===== src/include/dcs_map.vh =====
// Register offsets, field positions, reset values and encodings of the bank selector
`ifndef DCS_MAP_VH
`define DCS_MAP_VH

// Register byte offsets
`define DCS_CTRL_OFF      8'h00
`define DCS_FIT_OFF       8'h04
`define DCS_STATUS_OFF    8'h08
`define DCS_PMASK_OFF     8'h0c
`define DCS_LOW_OFF       8'h10
`define DCS_HIGH_OFF      8'h1c
`define DCS_THERM_OFF     8'h28

// Control register fields
`define DCS_CTRL_MULTIMOTOR  0
`define DCS_CTRL_TWO_LSB     1
`define DCS_CTRL_THREE_LSB   3
`define DCS_CTRL_AUTO_TUNE   5
`define DCS_CTRL_CMD0        6
`define DCS_CTRL_CMD1        7
`define DCS_CTRL_PSET_LSB    8
`define DCS_CTRL_RESET       10'h000

// Status register fields
`define DCS_ST_ACTIVE_LSB    0
`define DCS_ST_PEND_LSB      2
`define DCS_ST_FAULT         4
`define DCS_ST_STOPPED       5
`define DCS_ST_TUNED_LSB     6
`define DCS_ST_TUNING        9

// Selection source encodings
`define DCS_SRC_OFF          2'h0
`define DCS_SRC_INPUT        2'h1
`define DCS_SRC_CMD          2'h2

// Parameter mask bits that pick the switched speed limits
`define DCS_PM_LOW           0
`define DCS_PM_HIGH          1
`define DCS_PMASK_RESET      15'h0000

// Reset values
`define DCS_FIT_RESET        24'h000000
`define DCS_LOW_RESET        16'h0000
`define DCS_HIGH_RESET       16'hffff
`define DCS_THERM_RESET      16'h0000

`endif


===== src/hw/dcs_sync.v =====
// Three-stage pin synchroniser that accepts a level once the last two stages agree
`timescale 1ns/1ps
module dcs_sync (
  input  wire clk,
  input  wire sys_rst,
  input  wire pin,
  output reg  level
);

  reg stage1;
  reg stage2;
  reg stage3;

  // Shift the pin through three flops; only stages two and three are compared
  always @(posedge clk)
  begin
    if (sys_rst)
    begin
      stage1 <= 1'b0;
      stage2 <= 1'b0;
      stage3 <= 1'b0;
      level  <= 1'b0;
    end
    else
    begin
      stage1 <= pin;
      stage2 <= stage1;
      stage3 <= stage2;
      if (stage2 == stage3)
        level <= stage3;
    end
  end

endmodule


===== src/hw/dcs_thermal.v =====
// Per-motor thermal state: heats while its motor runs, cools at rest, reloadable
`timescale 1ns/1ps
module dcs_thermal #(
  parameter W = 16
) (
  input  wire         clk,
  input  wire         sys_rst,
  input  wire         heat,
  input  wire [7:0]   load,
  input  wire         load_state,
  input  wire [W-1:0] new_state,
  output reg  [W-1:0] state
);

  wire [W:0] sum;

  assign sum = {1'b0, state} + {{(W-7){1'b0}}, load};

  // Saturating heat or cool step; a software load restores the state after power-off
  always @(posedge clk)
  begin
    if (sys_rst)
      state <= {W{1'b0}};
    else if (load_state)
      state <= new_state;
    else if (heat)
      state <= sum[W] ? {W{1'b1}} : sum[W-1:0];
    else if (state != {W{1'b0}})
      state <= state - {{(W-1){1'b0}}, 1'b1};
  end

endmodule


===== src/hw/dcs_selector.v =====
// Drive configuration bank selector with APB registers, auto-tune and thermal tracking
`timescale 1ns/1ps
`include "dcs_map.vh"

// Requirements this block is written to
// [RQ1] Holds three stored configurations, remotely selectable
// [RQ2] Runs multimotor or multiconfiguration, never both
// [RQ3] Changes bank only when stopped and locked
// [RQ4] Request while running waits for next stop
// [RQ5] Decode: 00 bank0, 10 bank1, x1 bank2
// [RQ6] Fit-out mismatch locks drive and flags fault
// [RQ7] Multimotor switches every group per bank
// [RQ8] Multiconfiguration keeps motor data common to banks
// [RQ9] Auto-tunes each motor on first run after power-on
// [RQ10] Discrete input starts tune after motor change
// [RQ11] Separate thermal state kept for each motor
// [RQ12] Thermal state reloadable to cover power-off time
// [RQ13] One status output per bank, asserted while active
// [RQ14] User assigns status outputs in every bank; here each bank drives its own fixed bank_out bit
// [RQ15] External gear switches motor terminals with bank
// [RQ16] One to fifteen parameters chosen, toggled individually; here only mask bits DCS_PM_LOW and DCS_PM_HIGH switch a speed limit
// [RQ17] Low speed clamped below lowest high speed
// [RQ18] User tests set switching while stopped
// [RQ19] Two-bank source: off, discrete input, command bit
// [RQ20] Three-bank source needs two-bank source configured
// [RQ21] Pending selection copied to active on stop
module dcs_selector #(
  parameter NB = 3,
  parameter TW = 16
) (
  input  wire          clk,
  input  wire          sys_rst,
  input  wire          psel,
  input  wire          penable,
  input  wire          pwrite,
  input  wire [7:0]    paddr,
  input  wire [31:0]   pwdata,
  output reg  [31:0]   prdata,
  output reg           pready,
  output reg           pslverr,
  input  wire          sel_in0,
  input  wire          sel_in1,
  input  wire          tune_in,
  input  wire          drive_running,
  input  wire          power_locked,
  input  wire [7:0]    hw_fitout,
  input  wire [7:0]    motor_load,
  input  wire          tune_done,
  output reg  [1:0]    active_bank,
  output reg  [1:0]    motor_bank,
  output reg  [NB-1:0] bank_out,
  output reg           bank_hardware_mismatch_fault,
  output reg           drive_lock,
  output reg           tune_start,
  output reg  [15:0]   low_speed_limit,
  output reg  [15:0]   high_speed_limit
);

  // Bank number from the two selection levels
  function [1:0] dcs_decode;
    input s0;
    input s1;
    begin
      dcs_decode = s1 ? 2'h2 : (s0 ? 2'h1 : 2'h0);
    end
  endfunction

  reg  [9:0]    ctrl;
  reg  [23:0]   fit;
  reg  [14:0]   pmask;
  reg  [15:0]   low_set  [0:NB-1];
  reg  [15:0]   high_set [0:NB-1];
  reg  [1:0]    pending;
  reg  [NB-1:0] tuned;
  reg           tuning;
  reg           changed;
  reg           tune_prev;
  reg  [1:0]    tune_bank;
  wire          di0;
  wire          di1;
  wire          di_tune;
  wire          wr;
  wire          rd;
  wire          stopped;
  wire          sel0;
  wire          sel1;
  wire [1:0]    two_src;
  wire [1:0]    three_src;
  wire [1:0]    next_pending;
  wire [1:0]    pset;
  wire [7:0]    stored_fit;
  wire [TW-1:0] therm [0:NB-1];
  wire [15:0]   min_high;
  wire [15:0]   pick_low;
  wire [15:0]   pick_high;
  wire          run_start;
  reg           run_prev;
  reg  [31:0]   next_prdata;
  reg           next_err;

  // Pin inputs pass the three-stage synchroniser
  dcs_sync u_sync0 (.clk(clk), .sys_rst(sys_rst), .pin(sel_in0), .level(di0));
  dcs_sync u_sync1 (.clk(clk), .sys_rst(sys_rst), .pin(sel_in1), .level(di1));
  dcs_sync u_synct (.clk(clk), .sys_rst(sys_rst), .pin(tune_in), .level(di_tune));

  assign wr        = psel & penable & pwrite;
  assign rd        = psel & penable & ~pwrite;
  assign stopped   = ~drive_running & power_locked;
  assign two_src   = ctrl[`DCS_CTRL_TWO_LSB+1:`DCS_CTRL_TWO_LSB];
  assign three_src = ctrl[`DCS_CTRL_THREE_LSB+1:`DCS_CTRL_THREE_LSB];
  assign pset      = ctrl[`DCS_CTRL_PSET_LSB+1:`DCS_CTRL_PSET_LSB];

  // Selection sources: off, discrete input or command bit
  assign sel0 = (two_src == `DCS_SRC_INPUT) ? di0 :
                (two_src == `DCS_SRC_CMD) ? ctrl[`DCS_CTRL_CMD0] : 1'b0; // see [RQ19]
  assign sel1 = (two_src == `DCS_SRC_OFF) ? 1'b0 :
                (three_src == `DCS_SRC_INPUT) ? di1 :
                (three_src == `DCS_SRC_CMD) ? ctrl[`DCS_CTRL_CMD1] : 1'b0; // see [RQ20]
  assign next_pending = dcs_decode(sel0, sel1); // see [RQ5]

  // Fit-out saved with the pending bank
  assign stored_fit = (pending == 2'h2) ? fit[23:16] :
                      (pending == 2'h1) ? fit[15:8] : fit[7:0];

  // Pending selection, applied on the first stopped cycle
  always @(posedge clk)
  begin
    if (sys_rst)
    begin
      pending     <= 2'h0;
      active_bank <= 2'h0;
      motor_bank  <= 2'h0;
      bank_out    <= {{(NB-1){1'b0}}, 1'b1};
    end
    else
    begin
      pending <= next_pending; // see [RQ4]
      if (stopped)
      begin
        active_bank <= pending; // see [RQ3] [RQ21] [RQ1]
        bank_out    <= {{(NB-1){1'b0}}, 1'b1} << pending; // see [RQ13]
        // Motor data follow the bank only in multimotor mode
        motor_bank  <= ctrl[`DCS_CTRL_MULTIMOTOR] ? pending : 2'h0; // see [RQ2] [RQ7] [RQ8]
      end
    end
  end

  // Fit-out mismatch fault; a new mismatch wins over a clear write
  always @(posedge clk)
  begin
    if (sys_rst)
    begin
      bank_hardware_mismatch_fault <= 1'b0;
      drive_lock                   <= 1'b0;
    end
    else if (stopped && stored_fit != hw_fitout)
    begin
      bank_hardware_mismatch_fault <= 1'b1; // see [RQ6]
      drive_lock                   <= 1'b1;
    end
    else if (wr && paddr == `DCS_STATUS_OFF && pwdata[`DCS_ST_FAULT])
    begin
      bank_hardware_mismatch_fault <= 1'b0;
      drive_lock                   <= 1'b0;
    end
  end

  // Auto-tune on first run per motor, or by input after a bank change
  assign run_start = drive_running & ~run_prev;
  always @(posedge clk)
  begin
    if (sys_rst)
    begin
      tuned      <= {NB{1'b0}};
      tuning     <= 1'b0;
      tune_start <= 1'b0;
      changed    <= 1'b0;
      tune_prev  <= 1'b0;
      run_prev   <= 1'b0;
      tune_bank  <= 2'h0;
    end
    else
    begin
      run_prev   <= drive_running;
      tune_prev  <= di_tune;
      tune_start <= 1'b0;
      if (stopped && pending != active_bank)
        changed <= 1'b1;
      if (tuning)
      begin
        if (tune_done)
        begin
          tuning           <= 1'b0;
          tuned[tune_bank] <= 1'b1;
        end
      end
      else if (run_start && ctrl[`DCS_CTRL_AUTO_TUNE] && !tuned[motor_bank])
      begin
        tuning     <= 1'b1; // see [RQ9]
        tune_start <= 1'b1;
        tune_bank  <= motor_bank;
      end
      else if (di_tune && !tune_prev && changed && stopped)
      begin
        tuning     <= 1'b1; // see [RQ10]
        tune_start <= 1'b1;
        tune_bank  <= motor_bank;
        changed    <= (pending != active_bank); // A bank change in this cycle wins over the clear
      end
    end
  end

  // One thermal model per motor, each heated only while its motor runs
  genvar g;
  generate
    for (g = 0; g < NB; g = g + 1)
    begin : g_therm
      dcs_thermal #(.W(TW)) u_therm (
        .clk        (clk),
        .sys_rst    (sys_rst),
        .heat       (drive_running && motor_bank == g),
        .load       (motor_load),
        .load_state (wr && paddr == `DCS_THERM_OFF + 8'h04 * g),
        .new_state  (pwdata[TW-1:0]),
        .state      (therm[g])
      ); // see [RQ11] [RQ12]
    end
  endgenerate

  // Speed limits of the selected parameter set, or set 0 when not chosen
  assign pick_low  = pmask[`DCS_PM_LOW]  ? low_set[pset]  : low_set[0];
  assign pick_high = pmask[`DCS_PM_HIGH] ? high_set[pset] : high_set[0];
  assign min_high  = (high_set[0] < high_set[1]) ?
                     ((high_set[0] < high_set[2]) ? high_set[0] : high_set[2]) :
                     ((high_set[1] < high_set[2]) ? high_set[1] : high_set[2]);

  // Clamp the low limit below the lowest high limit of all sets
  always @(posedge clk)
  begin
    if (sys_rst)
    begin
      low_speed_limit  <= `DCS_LOW_RESET;
      high_speed_limit <= `DCS_HIGH_RESET;
    end
    else
    begin
      high_speed_limit <= pick_high;
      if (pick_low >= min_high)
        low_speed_limit <= (min_high == 16'h0000) ? 16'h0000 : min_high - 16'h0001; // see [RQ17]
      else
        low_speed_limit <= pick_low;
    end
  end

  // Register writes
  integer i;
  always @(posedge clk)
  begin
    if (sys_rst)
    begin
      ctrl  <= `DCS_CTRL_RESET;
      fit   <= `DCS_FIT_RESET;
      pmask <= `DCS_PMASK_RESET;
      for (i = 0; i < NB; i = i + 1)
      begin
        low_set[i]  <= `DCS_LOW_RESET;
        high_set[i] <= `DCS_HIGH_RESET;
      end
    end
    else if (wr)
    begin
      if (paddr == `DCS_CTRL_OFF)
        ctrl <= pwdata[9:0];
      if (paddr == `DCS_FIT_OFF)
        fit <= pwdata[23:0];
      if (paddr == `DCS_PMASK_OFF)
        pmask <= pmask ^ pwdata[14:0]; // see [RQ16]
      for (i = 0; i < NB; i = i + 1)
      begin
        if (paddr == `DCS_LOW_OFF + 8'h04 * i[7:0])
          low_set[i] <= pwdata[15:0];
        if (paddr == `DCS_HIGH_OFF + 8'h04 * i[7:0])
          high_set[i] <= pwdata[15:0];
      end
    end
  end

  // Read mux and unmapped-address error
  always @*
  begin
    next_prdata = 32'h00000000;
    next_err    = 1'b0;
    case (paddr)
      `DCS_CTRL_OFF:   next_prdata = {22'h000000, ctrl};
      `DCS_FIT_OFF:    next_prdata = {8'h00, fit};
      `DCS_STATUS_OFF: next_prdata = {22'h000000, tuning, tuned, stopped,
                                      bank_hardware_mismatch_fault, pending, active_bank};
      `DCS_PMASK_OFF:  next_prdata = {17'h00000, pmask};
      8'h10:           next_prdata = {16'h0000, low_set[0]};
      8'h14:           next_prdata = {16'h0000, low_set[1]};
      8'h18:           next_prdata = {16'h0000, low_set[2]};
      8'h1c:           next_prdata = {16'h0000, high_set[0]};
      8'h20:           next_prdata = {16'h0000, high_set[1]};
      8'h24:           next_prdata = {16'h0000, high_set[2]};
      8'h28:           next_prdata = {{(32-TW){1'b0}}, therm[0]};
      8'h2c:           next_prdata = {{(32-TW){1'b0}}, therm[1]};
      8'h30:           next_prdata = {{(32-TW){1'b0}}, therm[2]};
      default:         next_err    = 1'b1;
    endcase
  end

  // APB answer: ready in the first access cycle, data and error registered
  always @(posedge clk)
  begin
    if (sys_rst)
    begin
      prdata  <= 32'h00000000;
      pready  <= 1'b0;
      pslverr <= 1'b0;
    end
    else
    begin
      pready  <= psel & ~penable;
      pslverr <= psel & ~penable & next_err;
      if (psel && !penable && !pwrite)
        prdata <= next_prdata;
      else if (!rd)
        prdata <= 32'h00000000;
    end
  end

endmodule


===== config.mk =====
export PLATFORM = sky130hd
export DESIGN_NAME = dcs_selector
export DESIGN_NICKNAME = d
export VERILOG_FILES = /design/src/hw/dcs_sync.v /design/src/hw/dcs_thermal.v /design/src/hw/dcs_selector.v
export VERILOG_INCLUDE_DIRS = /design/src /design/src/include
export SDC_FILE = /design/constraint.sdc
export NUM_CORES = 1
export LEC_CHECK = 0
export BUFFER_PORTS_ARGS = -buffer_cell sky130_fd_sc_hd__buf_4
export CORE_MARGIN = 2
export CORE_UTILIZATION = 52
export CTS_CLUSTER_DIAMETER = 150
export DETAILED_ROUTE_END_ITERATION = 7
export GPL_TIMING_DRIVEN = 0
export PLACE_DENSITY = 0.74
export SYNTH_ARGS = -nofsm -noshare
export SYNTH_HDL_FRONTEND = slang
export SYNTH_SLANG_ARGS = --single-unit

===== constraint.sdc =====
create_clock -name clk -period 5.1 [get_ports clk]
set_input_delay 0.255 -clock clk [delete_from_list [all_inputs] [get_ports clk]]
set_output_delay 0.255 -clock clk [all_outputs]
set_load 0.005 [all_outputs]

Yosys cells after proc, flatten, opt, wreduce, memory -nomap -nowiden
Memories as Yosys holds them, arrays and structs flattened. A register that Yosys moved wholly into a read port is not among the register bits.
Index checks and enable logic that the tools add are counted.
- register bits after elaboration: 195
- latch bits: 0
- memory bits (writable): 96
- bits in read-only memories: 0
- bits of input ports: 67
- logic and storage cells: 226
- memories kept: 2
- add/sub/neg operators: 7
- multipliers: 0
- div/mod/pow operators: 0
- magnitude comparators: 7
- equality and inequality tests: 26
- shifts and indexed selects: 1
- mux-type cells: 85
- bitwise gates (word level): 20
- reduce and logical (&&, ||, !) cells: 42
- memories (memory ; words ; width ; read ports ; clocked after Yosys merged registers in ; wr ports ; line ; RTL):
    high_set ; 3 ; 16 ; 4 ; 1 ; 3 ; dcs_selector.v:72 ; reg [15:0] high_set [0:NB-1];
    low_set ; 3 ; 16 ; 4 ; 1 ; 3 ; dcs_selector.v:71 ; reg [15:0] low_set [0:NB-1];
- operators by type and width (operator ; number):
    16-bit two-way mux ; 25
    24-bit case mux with 13 select lines ; 1
    32-bit two-way mux ; 2
    16-bit by 1-bit subtractor with 16-bit output, second input constant ; 4
    16-bit by 8-bit adder with 17-bit output ; 3
    16-bit less-than comparator ; 3
    16-bit nonzero test ; 3
    1-bit two-way mux ; 45
    8-bit by 6-bit equality test with 1-bit output, second input constant ; 5
    8-bit by 5-bit equality test with 1-bit output, second input constant ; 4
    1-bit logical AND ; 18
    8-bit by 4-bit equality test with 1-bit output, second input constant ; 2
    16-bit >= comparator ; 1
    16-bit zero test ; 1
    2-bit two-way mux ; 8
    8-bit two-way mux ; 2
    15-bit bitwise XOR ; 1
    13-bit OR reduction ; 1
    2-bit AND reduction ; 5
    3-bit nonzero test ; 3
    2-bit by 1-bit equality test with 1-bit output, second input constant ; 4
    2-bit equality test, second input constant ; 4
    8-bit by 3-bit equality test with 1-bit output, second input constant ; 1
    8-bit zero test ; 1
    17 further kinds ; 41

Logic depth before layout (Yosys ltp)
Gate-level depths: netlist of run 1.
- depth in word-level cells: 7
- mapped depth: 22
- depth with buffers taken out: 19

By module
Synthesis of run 1 repeated with hierarchy kept, for this count alone.
- cells, all modules: 1857
- area, all modules: 17066.4 sq um
- by module, submodules not included (module ; instances ; cells each ; area an instance (sq um) ; sequential area each (sq um)):
    dcs_selector ; 1 ; 1197 ; 11740.0 ; 5465.2
    dcs_thermal ; 3 ; 210 ; 1662.8 ; 320.3
    dcs_sync ; 3 ; 10 ; 112.6 ; 80.1

Worst setup path after synthesis of run 1
OpenSTA, ideal clock, no wires.
- kind: reg-to-reg
- from: mem high_set[1][2]
- to: reg low_speed_limit[12]
- setup time: 0.069 ns
- arrival: 4.228 ns
- data required time: 5.031 ns
- setup slack: 0.804 ns
- stages on the path, launching flop included: 21
- buffers on the path: 2
- period minus slack after synthesis: 4.296 ns
- cell sequence: edfxtp_1 -> inv_1 -> ha_1 -> a211o_1 -> a31oi_1 -> o31ai_1 -> a2111o_1 -> buf_2 -> or3_1 -> o221a_2 -> ha_1 -> nand2b_1 -> a21o_1 -> a21o_1 -> a21o_1 -> a21o_1 -> a31oi_1 -> o21a_1 -> clkbuf_1 -> nand3_1 -> o21ai_1
- RTL lines (item ; line ; RTL):
    start, declared ; dcs_selector.v:72 ;
    end signal, assigned ; dcs_selector.v:242 ; low_speed_limit <= `DCS_LOW_RESET;
    end signal, assigned ; dcs_selector.v:249 ; low_speed_limit <= (min_high == 16'h0000) ? 16'h0000 : min_high - 16'h0001;
    end signal, assigned ; dcs_selector.v:251 ; low_speed_limit <= pick_low;
    end, declared ; dcs_selector.v:55 ; output reg [15:0] low_speed_limit,

==> results of run 1 <==
[per-stage QoR]
step	cell area (um^2)	setup TNS, ps
after floorplan	16470	0
after global placement	17890	-53.14
after detailed placement	17890	-1290
after CTS	19040	0
after global routing	19250	0
final	19250	0
[area by class of cell]
class,instances,area share
Antenna cell,1,0.0001300
Inverter,73,0.01423
Tap cell,402,0.02612
Buffer,114,0.02567
Multi-Input combinational cell,1398,0.4691
Timing Repair Buffer,163,0.06499
Sequential cell,285,0.3462
Clock inverter,15,0.006694
Clock buffer,42,0.04685
[critical path: stages (launching register included)]
cell,delay [ps]
edfxtp_1,620
inv_1,150
ha_1,330
and4_1,200
nand2_1,90
a2111oi_0,450
nand3b_1,250
buf_2,270
or3_1,140
o221a_2,260
ha_1,250
nand2b_1,140
a21o_1,170
a21o_1,170
a21o_1,170
a21o_1,170
a31oi_1,220
o21a_2,230
nor2_1,60
nand2_2,170
buf_6,160
o22ai_1,90
[power by group through the flow]
stage	Clock, uW	Sequential, uW	Combinational [uW]
2_1_floorplan	0	2830	1790
3_3_place_gp	0	2990	2280
3_5_place_dp	0	2990	2330
4_1_cts	2270	2940	2360
5_1_grt	2350	2960	2680
6_report	2270	2950	2440
[cell usage in the layout (no fill, tap or decap), drive strengths merged, types with 11 or more instances in the layout]
cell and n:
or3 13, o221ai 11, xnor2 49, a221o 16
edfxtp 96, a22o 35, clkbuf 129, o21ai 98
ha 90, a31oi 13, o211ai 13, nand3 43
nor2b 19, a222oi 17, dlygate4sd3 11, buf 179
dfxtp 189, a211oi 13, and2 23, a21o 13
nor3 36, nand2b 30, xor2 33, o22a 16
nor4 11, nor2 139, inv 76, a21oi 138
a22oi 81, nand4 33, nand2 258, mux2i 13
[what timing repair did]
action / 4_1_cts / 5_1_grt
hold buffers: 11 / 0
endpoints found under the hold margin: 11 / 0
buffers inserted: 1 / 27
resized for setup: 1 / 3
pin swaps: 1 / 0
setup endpoints to repair: 15 / 16
[metal layers]
metal	global-route usage	wire length [um]	up-vias
met5	0	32	-
met3	0.08885	8360	281
li1	-	-	7256
met2	0.5845	27680	1210
met4	0.2228	4680	4
met1	0.4875	23670	7685
[kinds of logic (layout without fill, tap and decap cells)]
logic type                 count (synthesis)  in the layout  synth area share
and+or+nand+nor                          649            649            0.1885
xor gates and xnor gates                  82             82           0.04369
AOI/OAI and AO/OA                        547            547            0.2308
other                                      1              9         0.0002281
DFF                                      285            285            0.4055
muxes                                     19             19           0.01225
adders and majority gates                 93             93           0.07215
buffers and inverters                    188            407           0.04681
[state kept, by name (all words and copies together), names as in the netlist, 2 cells and up, named ones only]
name / flops
g_therm.u_therm.state: 48
high_set: 48
low_set: 48
fit: 24
prdata: 24
high_speed_limit: 16
low_speed_limit: 16
pmask: 15
ctrl: 10
bank_out: 3
tuned: 3
active_bank: 2
motor_bank: 2
pending: 2
tune_bank: 2
[worst max-delay path by stage]
| stage | start | endpoint | slack, ps | cells past startpoint |
|---|---|---|---|---|
| floorplan | high_set[1][2] | low_speed_limit[12] | 800 | 20 |
| CTS | high_set[1][5] | low_speed_limit[3] | 7 | 21 |
| global placement | high_set[2][7] | low_speed_limit[14] | -30 | 20 |
| finish | high_set[2][13] | low_speed_limit[3] | 160 | 21 |
| detailed placement | high_set[2][13] | low_speed_limit[14] | -150 | 18 |
| global route | high_set[1][5] | low_speed_limit[3] | 30 | 21 |
==> reports/qor.txt, run 1 <==
area of the mapped netlist -> 16,440 um^2
Register Area -> 6666 um^2
hold crit path type -> input pin to flip-flop
synthesized area per cell -> 8.819 um^2
Vert. Die Dim -> 181.8 um
total congestion overflow -> 0
CP endpoint kind -> flip-flop
Worst R2R Setup Slack -> 160 ps
Seq/Total Area, Yosys -> 0.4055
RSZ-0062 raised after global routing -> false
clk slew on worst S/H paths -> 60 ps
final hold vios -> 0
pwr dens -> 398.1 nW/um^2
post-synth top area share -> 0.2302
Die ar. -> 33,050 um^2
Critical Path Source Type -> flip-flop
largest net degree at the start of global routing -> 17
Remaining DRCs -> 0
Cell Int Power -> 4961 uW
Final HPWL DP -> 46,590 um
CTS max path bufs -> 3
root buf cell -> clkbuf_16
number of synthesized flops with an enable pin -> 96
FF+latch count, synth -> 285
status -> completed
Num CTS Buffers -> 31
final setup vio count -> 0
# Max-Cap Violations -> 0
Area growth syn-to-layout -> 17.12%
first-pass GRT wire length -> 93,740 um
Routability Congestion -> 1.045
share of layout cells above drive strength 1 -> 0.1292
Tmin final -> 4939 ps
top-count cell post-synth -> nand2_1
reg2reg start -> high_set[2][13]
Nets -> 2,226
WP data arrival -> 5360 ps
Core Util, Final -> 0.6149
max-slew violation count -> 0
Routed Wire Length -> 64,430 um
area of the multi-input gates -> 9031 um^2
top cells by area, synth -> dfxtp_1 (23%), edfxtp_1 (18%), ha_1 (6.8%), nand2_1 (5.9%), a21oi_1 (4.2%)
fillers -> 2,709
Final Skew -> 22.46 ps
sw frac -> 0.3527
clock share of power -> 0.296
synth warn -> 0
post-place setup slack -> -153.0 ps
average wire per standard cell -> 25.84 um
WHS Endpoint -> tuning
Sink Count -> 285
peak supply drop -> 0.0003230 V
actual slew at the worst max-slew pin -> 1426 ps
initial DRC count -> 2,160
top cells by count, synth -> nand2_1 (257), dfxtp_1 (189), nor2_1 (139)
WS Path Type -> flip-flop to flip-flop
period utilization -> 0.9685
post-route ant nets -> 0
Logic pwr share -> 0.318
largest area contributor in the netlist -> dfxtp_1
WHS -> 3.173 ps
hold_sp -> tune_done
PortBufs -> 123
worst endpoint required time -> 5520 ps
vias post-DR -> 16,440
CTS tree -> built
Yosys cell types -> 86
overall routing resource usage -> 0.3793
Vias/cell -> 6.593
initial antenna violation count -> 6
Leak -> 0.007380 uW
Crit Path Max Fanout -> 10
final cell count without fillers -> 2,493
Fmax -> 202.5 MHz
Synth Instances -> 1,864
clk_lat worst skew -> 580 ps
r2r worst-path depth -> 21
Hold Path Depth -> 4
end of the worst register-to-register path -> low_speed_limit[3]
num ports -> 143
die width -> 181.8 um
initial core utilization -> 0.5250
vias in the first global route -> 15,180
Post-Place Cells -> 2,396
Net Switching -> 2704 uW
ys async rst share -> 0
Max transition margin -> 0.04074
Placement Rows -> 65
Most used DFF post-synth -> dfxtp_1
Reg power frac -> 0.385
drt pass-1 iters -> 7
Design Power -> 7665 uW
final worst slack -> 160.6 ps
# H-tree levels -> 1
CORE AREA -> 31,310 um^2
Note: power is estimated with default switching activity, not from simulation.
==> run 2: changes to the inputs <==
--- a/config.mk
+++ b/config.mk
@@ -8,11 +8,11 @@
 export LEC_CHECK = 0
 export BUFFER_PORTS_ARGS = -buffer_cell sky130_fd_sc_hd__buf_4
 export CORE_MARGIN = 2
-export CORE_UTILIZATION = 52
+export CORE_UTILIZATION = 61
 export CTS_CLUSTER_DIAMETER = 150
 export DETAILED_ROUTE_END_ITERATION = 7
-export GPL_TIMING_DRIVEN = 0
-export PLACE_DENSITY = 0.74
+export PLACE_DENSITY = 0.84
 export SYNTH_ARGS = -nofsm -noshare
 export SYNTH_HDL_FRONTEND = slang
 export SYNTH_SLANG_ARGS = --single-unit
+export TNS_END_PERCENT = 5
==> reports/qor.txt, run 2 (same netlist as run 1, synthesis figures left out) <==
worst endpoint required time -> 5540 ps (+20 ps)
Leak -> 0.007399 uW (+0.25%)
post-cts hold buffer count -> 15 (+4)
CTS tree -> built
CORE AREA -> 26,730 um^2 (-15%)
Setup TNS Final -> 0 ps (unchanged)
end of the worst register-to-register path -> low_speed_limit[5]
total congestion overflow -> 0 (unchanged)
largest net degree at the start of global routing -> 53 (+36)
Sink Count -> 285 (unchanged)
Nets -> 2,155 (-3.2%)
Crit Path Max Fanout -> 15 (+5)
status -> completed
initial core utilization -> 0.6151 (+0.09009)
CTS max path bufs -> 3 (unchanged)
Area growth syn-to-layout -> 15.99%
# H-tree levels -> 1 (unchanged)
root buf cell -> clkbuf_16
RSZ-0062 raised after global routing -> false
peak supply drop -> 0.0003758 V (+16%)
vias in the first global route -> 15,140 (-0.20%)
Hold Path Depth -> 3 (-1)
Core Util, Final -> 0.7135 (+0.09858)
clk_lat worst skew -> 580 ps (about the same)
Routed Wire Length -> 59,420 um (-7.8%)
WS Path Type -> flip-flop to flip-flop
final setup vio count -> 0 (unchanged)
Vert. Die Dim -> 168.2 um (-7.5%)
Vias/cell -> 6.855 (+4.0%)
overall routing resource usage -> 0.4127 (+0.03344)
total inserted antenna cells -> 0 (-1)
final hold vios -> 0 (unchanged)
clk slew on worst S/H paths -> 60 ps (about the same)
WHS Endpoint -> g_therm[2].u_therm.state[13]
Post-CTS Setup Repair Bufs -> 0 (-1)
vias post-DR -> 16,180 (-1.6%)
Worst R2R Setup Slack -> 260 ps (+100 ps)
hold_sp -> pwdata[13]
post-route ant nets -> 0 (unchanged)
Final Skew -> 19.09 ps (-3.375 ps)
post-cts sizing count -> 0 (-1)
Critical Path Source Type -> flip-flop
WP data arrival -> 5290 ps (-70 ps)
Remaining DRCs -> 0 (unchanged)
Post-Place Cells -> 2,288 (-4.5%)
drt pass-1 iters -> 7 (unchanged)
Fmax -> 206.5 MHz (+2.0%)
Max transition margin -> 0.2372 (+0.1964)
num ports -> 143 (unchanged)
hold crit path type -> input pin to flip-flop
post-place setup slack -> 396.9 ps (+549.9 ps)
Routability Congestion -> 1.025 (-1.9%)
Num CTS Buffers -> 31 (unchanged)
max-slew violation count -> 0 (unchanged)
first-pass GRT wire length -> 89,470 um (-4.6%)
die width -> 168.2 um (-7.5%)
Tmin final -> 4842 ps (-97.71 ps)
actual slew at the worst max-slew pin -> 1140 ps (-285.7 ps)
period utilization -> 0.9493 (-0.01916)
most frequent cells in the layout -> nand2_1 (257), buf_4 (191), dfxtp_1 (189)
Design Power -> 7660 uW (about the same)
Final HPWL DP -> 41,920 um (-10%)
final cell count without fillers -> 2,360 (-5.3%)
r2r worst-path depth -> 18 (-14%)
pwr dens -> 401.7 nW/um^2 (+0.91%)
Regs by FF count -> g_therm.u_therm.state (48), high_set (48), low_set (48)
share of layout cells above drive strength 1 -> 0.1451 (+0.01593)
Placement Rows -> 60 (-7.7%)
initial DRC count -> 2,222 (+2.9%)
# Max-Cap Violations -> 0 (unchanged)
commonest non-fill, non-tap cell in the layout -> nand2_1
Die ar. -> 28,280 um^2 (-14%)
average wire per standard cell -> 25.18 um (-2.6%)
initial antenna violation count -> 2 (-4)
reg2reg start -> high_set[2][15]
CP endpoint kind -> flip-flop
PortBufs -> 126 (+2.4%)
final worst slack -> 258.3 ps (+97.71 ps)
-- run 2: cell types whose count changed in the layout (fill, tap and decap cells not counted), sizes merged --
cell,previous run,this run
bufinv,1,2
inv,76,78
buf,179,191
clkinv,8,9
clkinvlp,3,2
clkbuf,129,39
diode,1,0
dlygate4sd3,11,15
-- run 2: final cells by class --
| cell class | instances | area [um^2] |
|---|---|---|
| clock buffers | 39 | 885.9 |
| clock inverters | 18 | 175.2 |
| fillers | 2050 | 7657 |
| inverters | 73 | 274.0 |
| multi-input cells | 1398 | 9056 |
| flip-flops and latches | 285 | 6666 |
| well taps | 341 | 426.7 |
| repair buffers | 206 | 1584 |
-- run 2: per-stage QoR --
step	hold WS, ps	area [um^2]
3_5_place_dp	428.0	17860
4_1_cts	11.26	19070
3_3_place_gp	418.4	17860
5_1_grt	27.04	19070
6_report	25.37	19070
2_1_floorplan	378.0	16470
-- run 2: power breakdown --
part           switching, uW  total [uW]  internal [uW]
clock                    974        2310           1340
sequential               459        3040           2580
combinational           1240        2310           1070
-- run 2: worst max path at each step --
stage                               start             endpoint  slack (ps)  depth (start not counted)
after global routing       high_set[2][9]   low_speed_limit[5]           4                         19
final                     high_set[2][15]   low_speed_limit[5]         260                         18
after detailed placement   high_set[1][9]   low_speed_limit[0]         400                         21
after CTS                  high_set[1][9]   low_speed_limit[5]         370                         21
after global placement     high_set[1][1]   low_speed_limit[0]         420                         21
after floorplan            high_set[1][2]  low_speed_limit[12]         800                         20
-- run 2: layer usage --
metal,wire length (um),up-vias,global-route usage,part of all wire
met5,12,-,0,0.00020
met4,4337,2,0.2451,0.073
met3,8229,304,0.1055,0.14
met2,26110,1284,0.6542,0.44
met1,20730,7472,0.5108,0.35
li1,-,7116,-,-
-- run 2: critical path, cell delays in order, from the launching register on --
cell and delay [ps]:
edfxtp_1 510, inv_1 120, ha_1 320, and4_1 220, a221oi_1 420, nand3b_1 340, mux2i_2 400, o221a_2 360
ha_1 250, nand2b_1 140, a21o_1 170, a21o_1 180, a21o_1 170, a21o_1 180, a31oi_1 210, o21a_1 260
nor2_1 80, nand2_2 260, o21ai_1 130
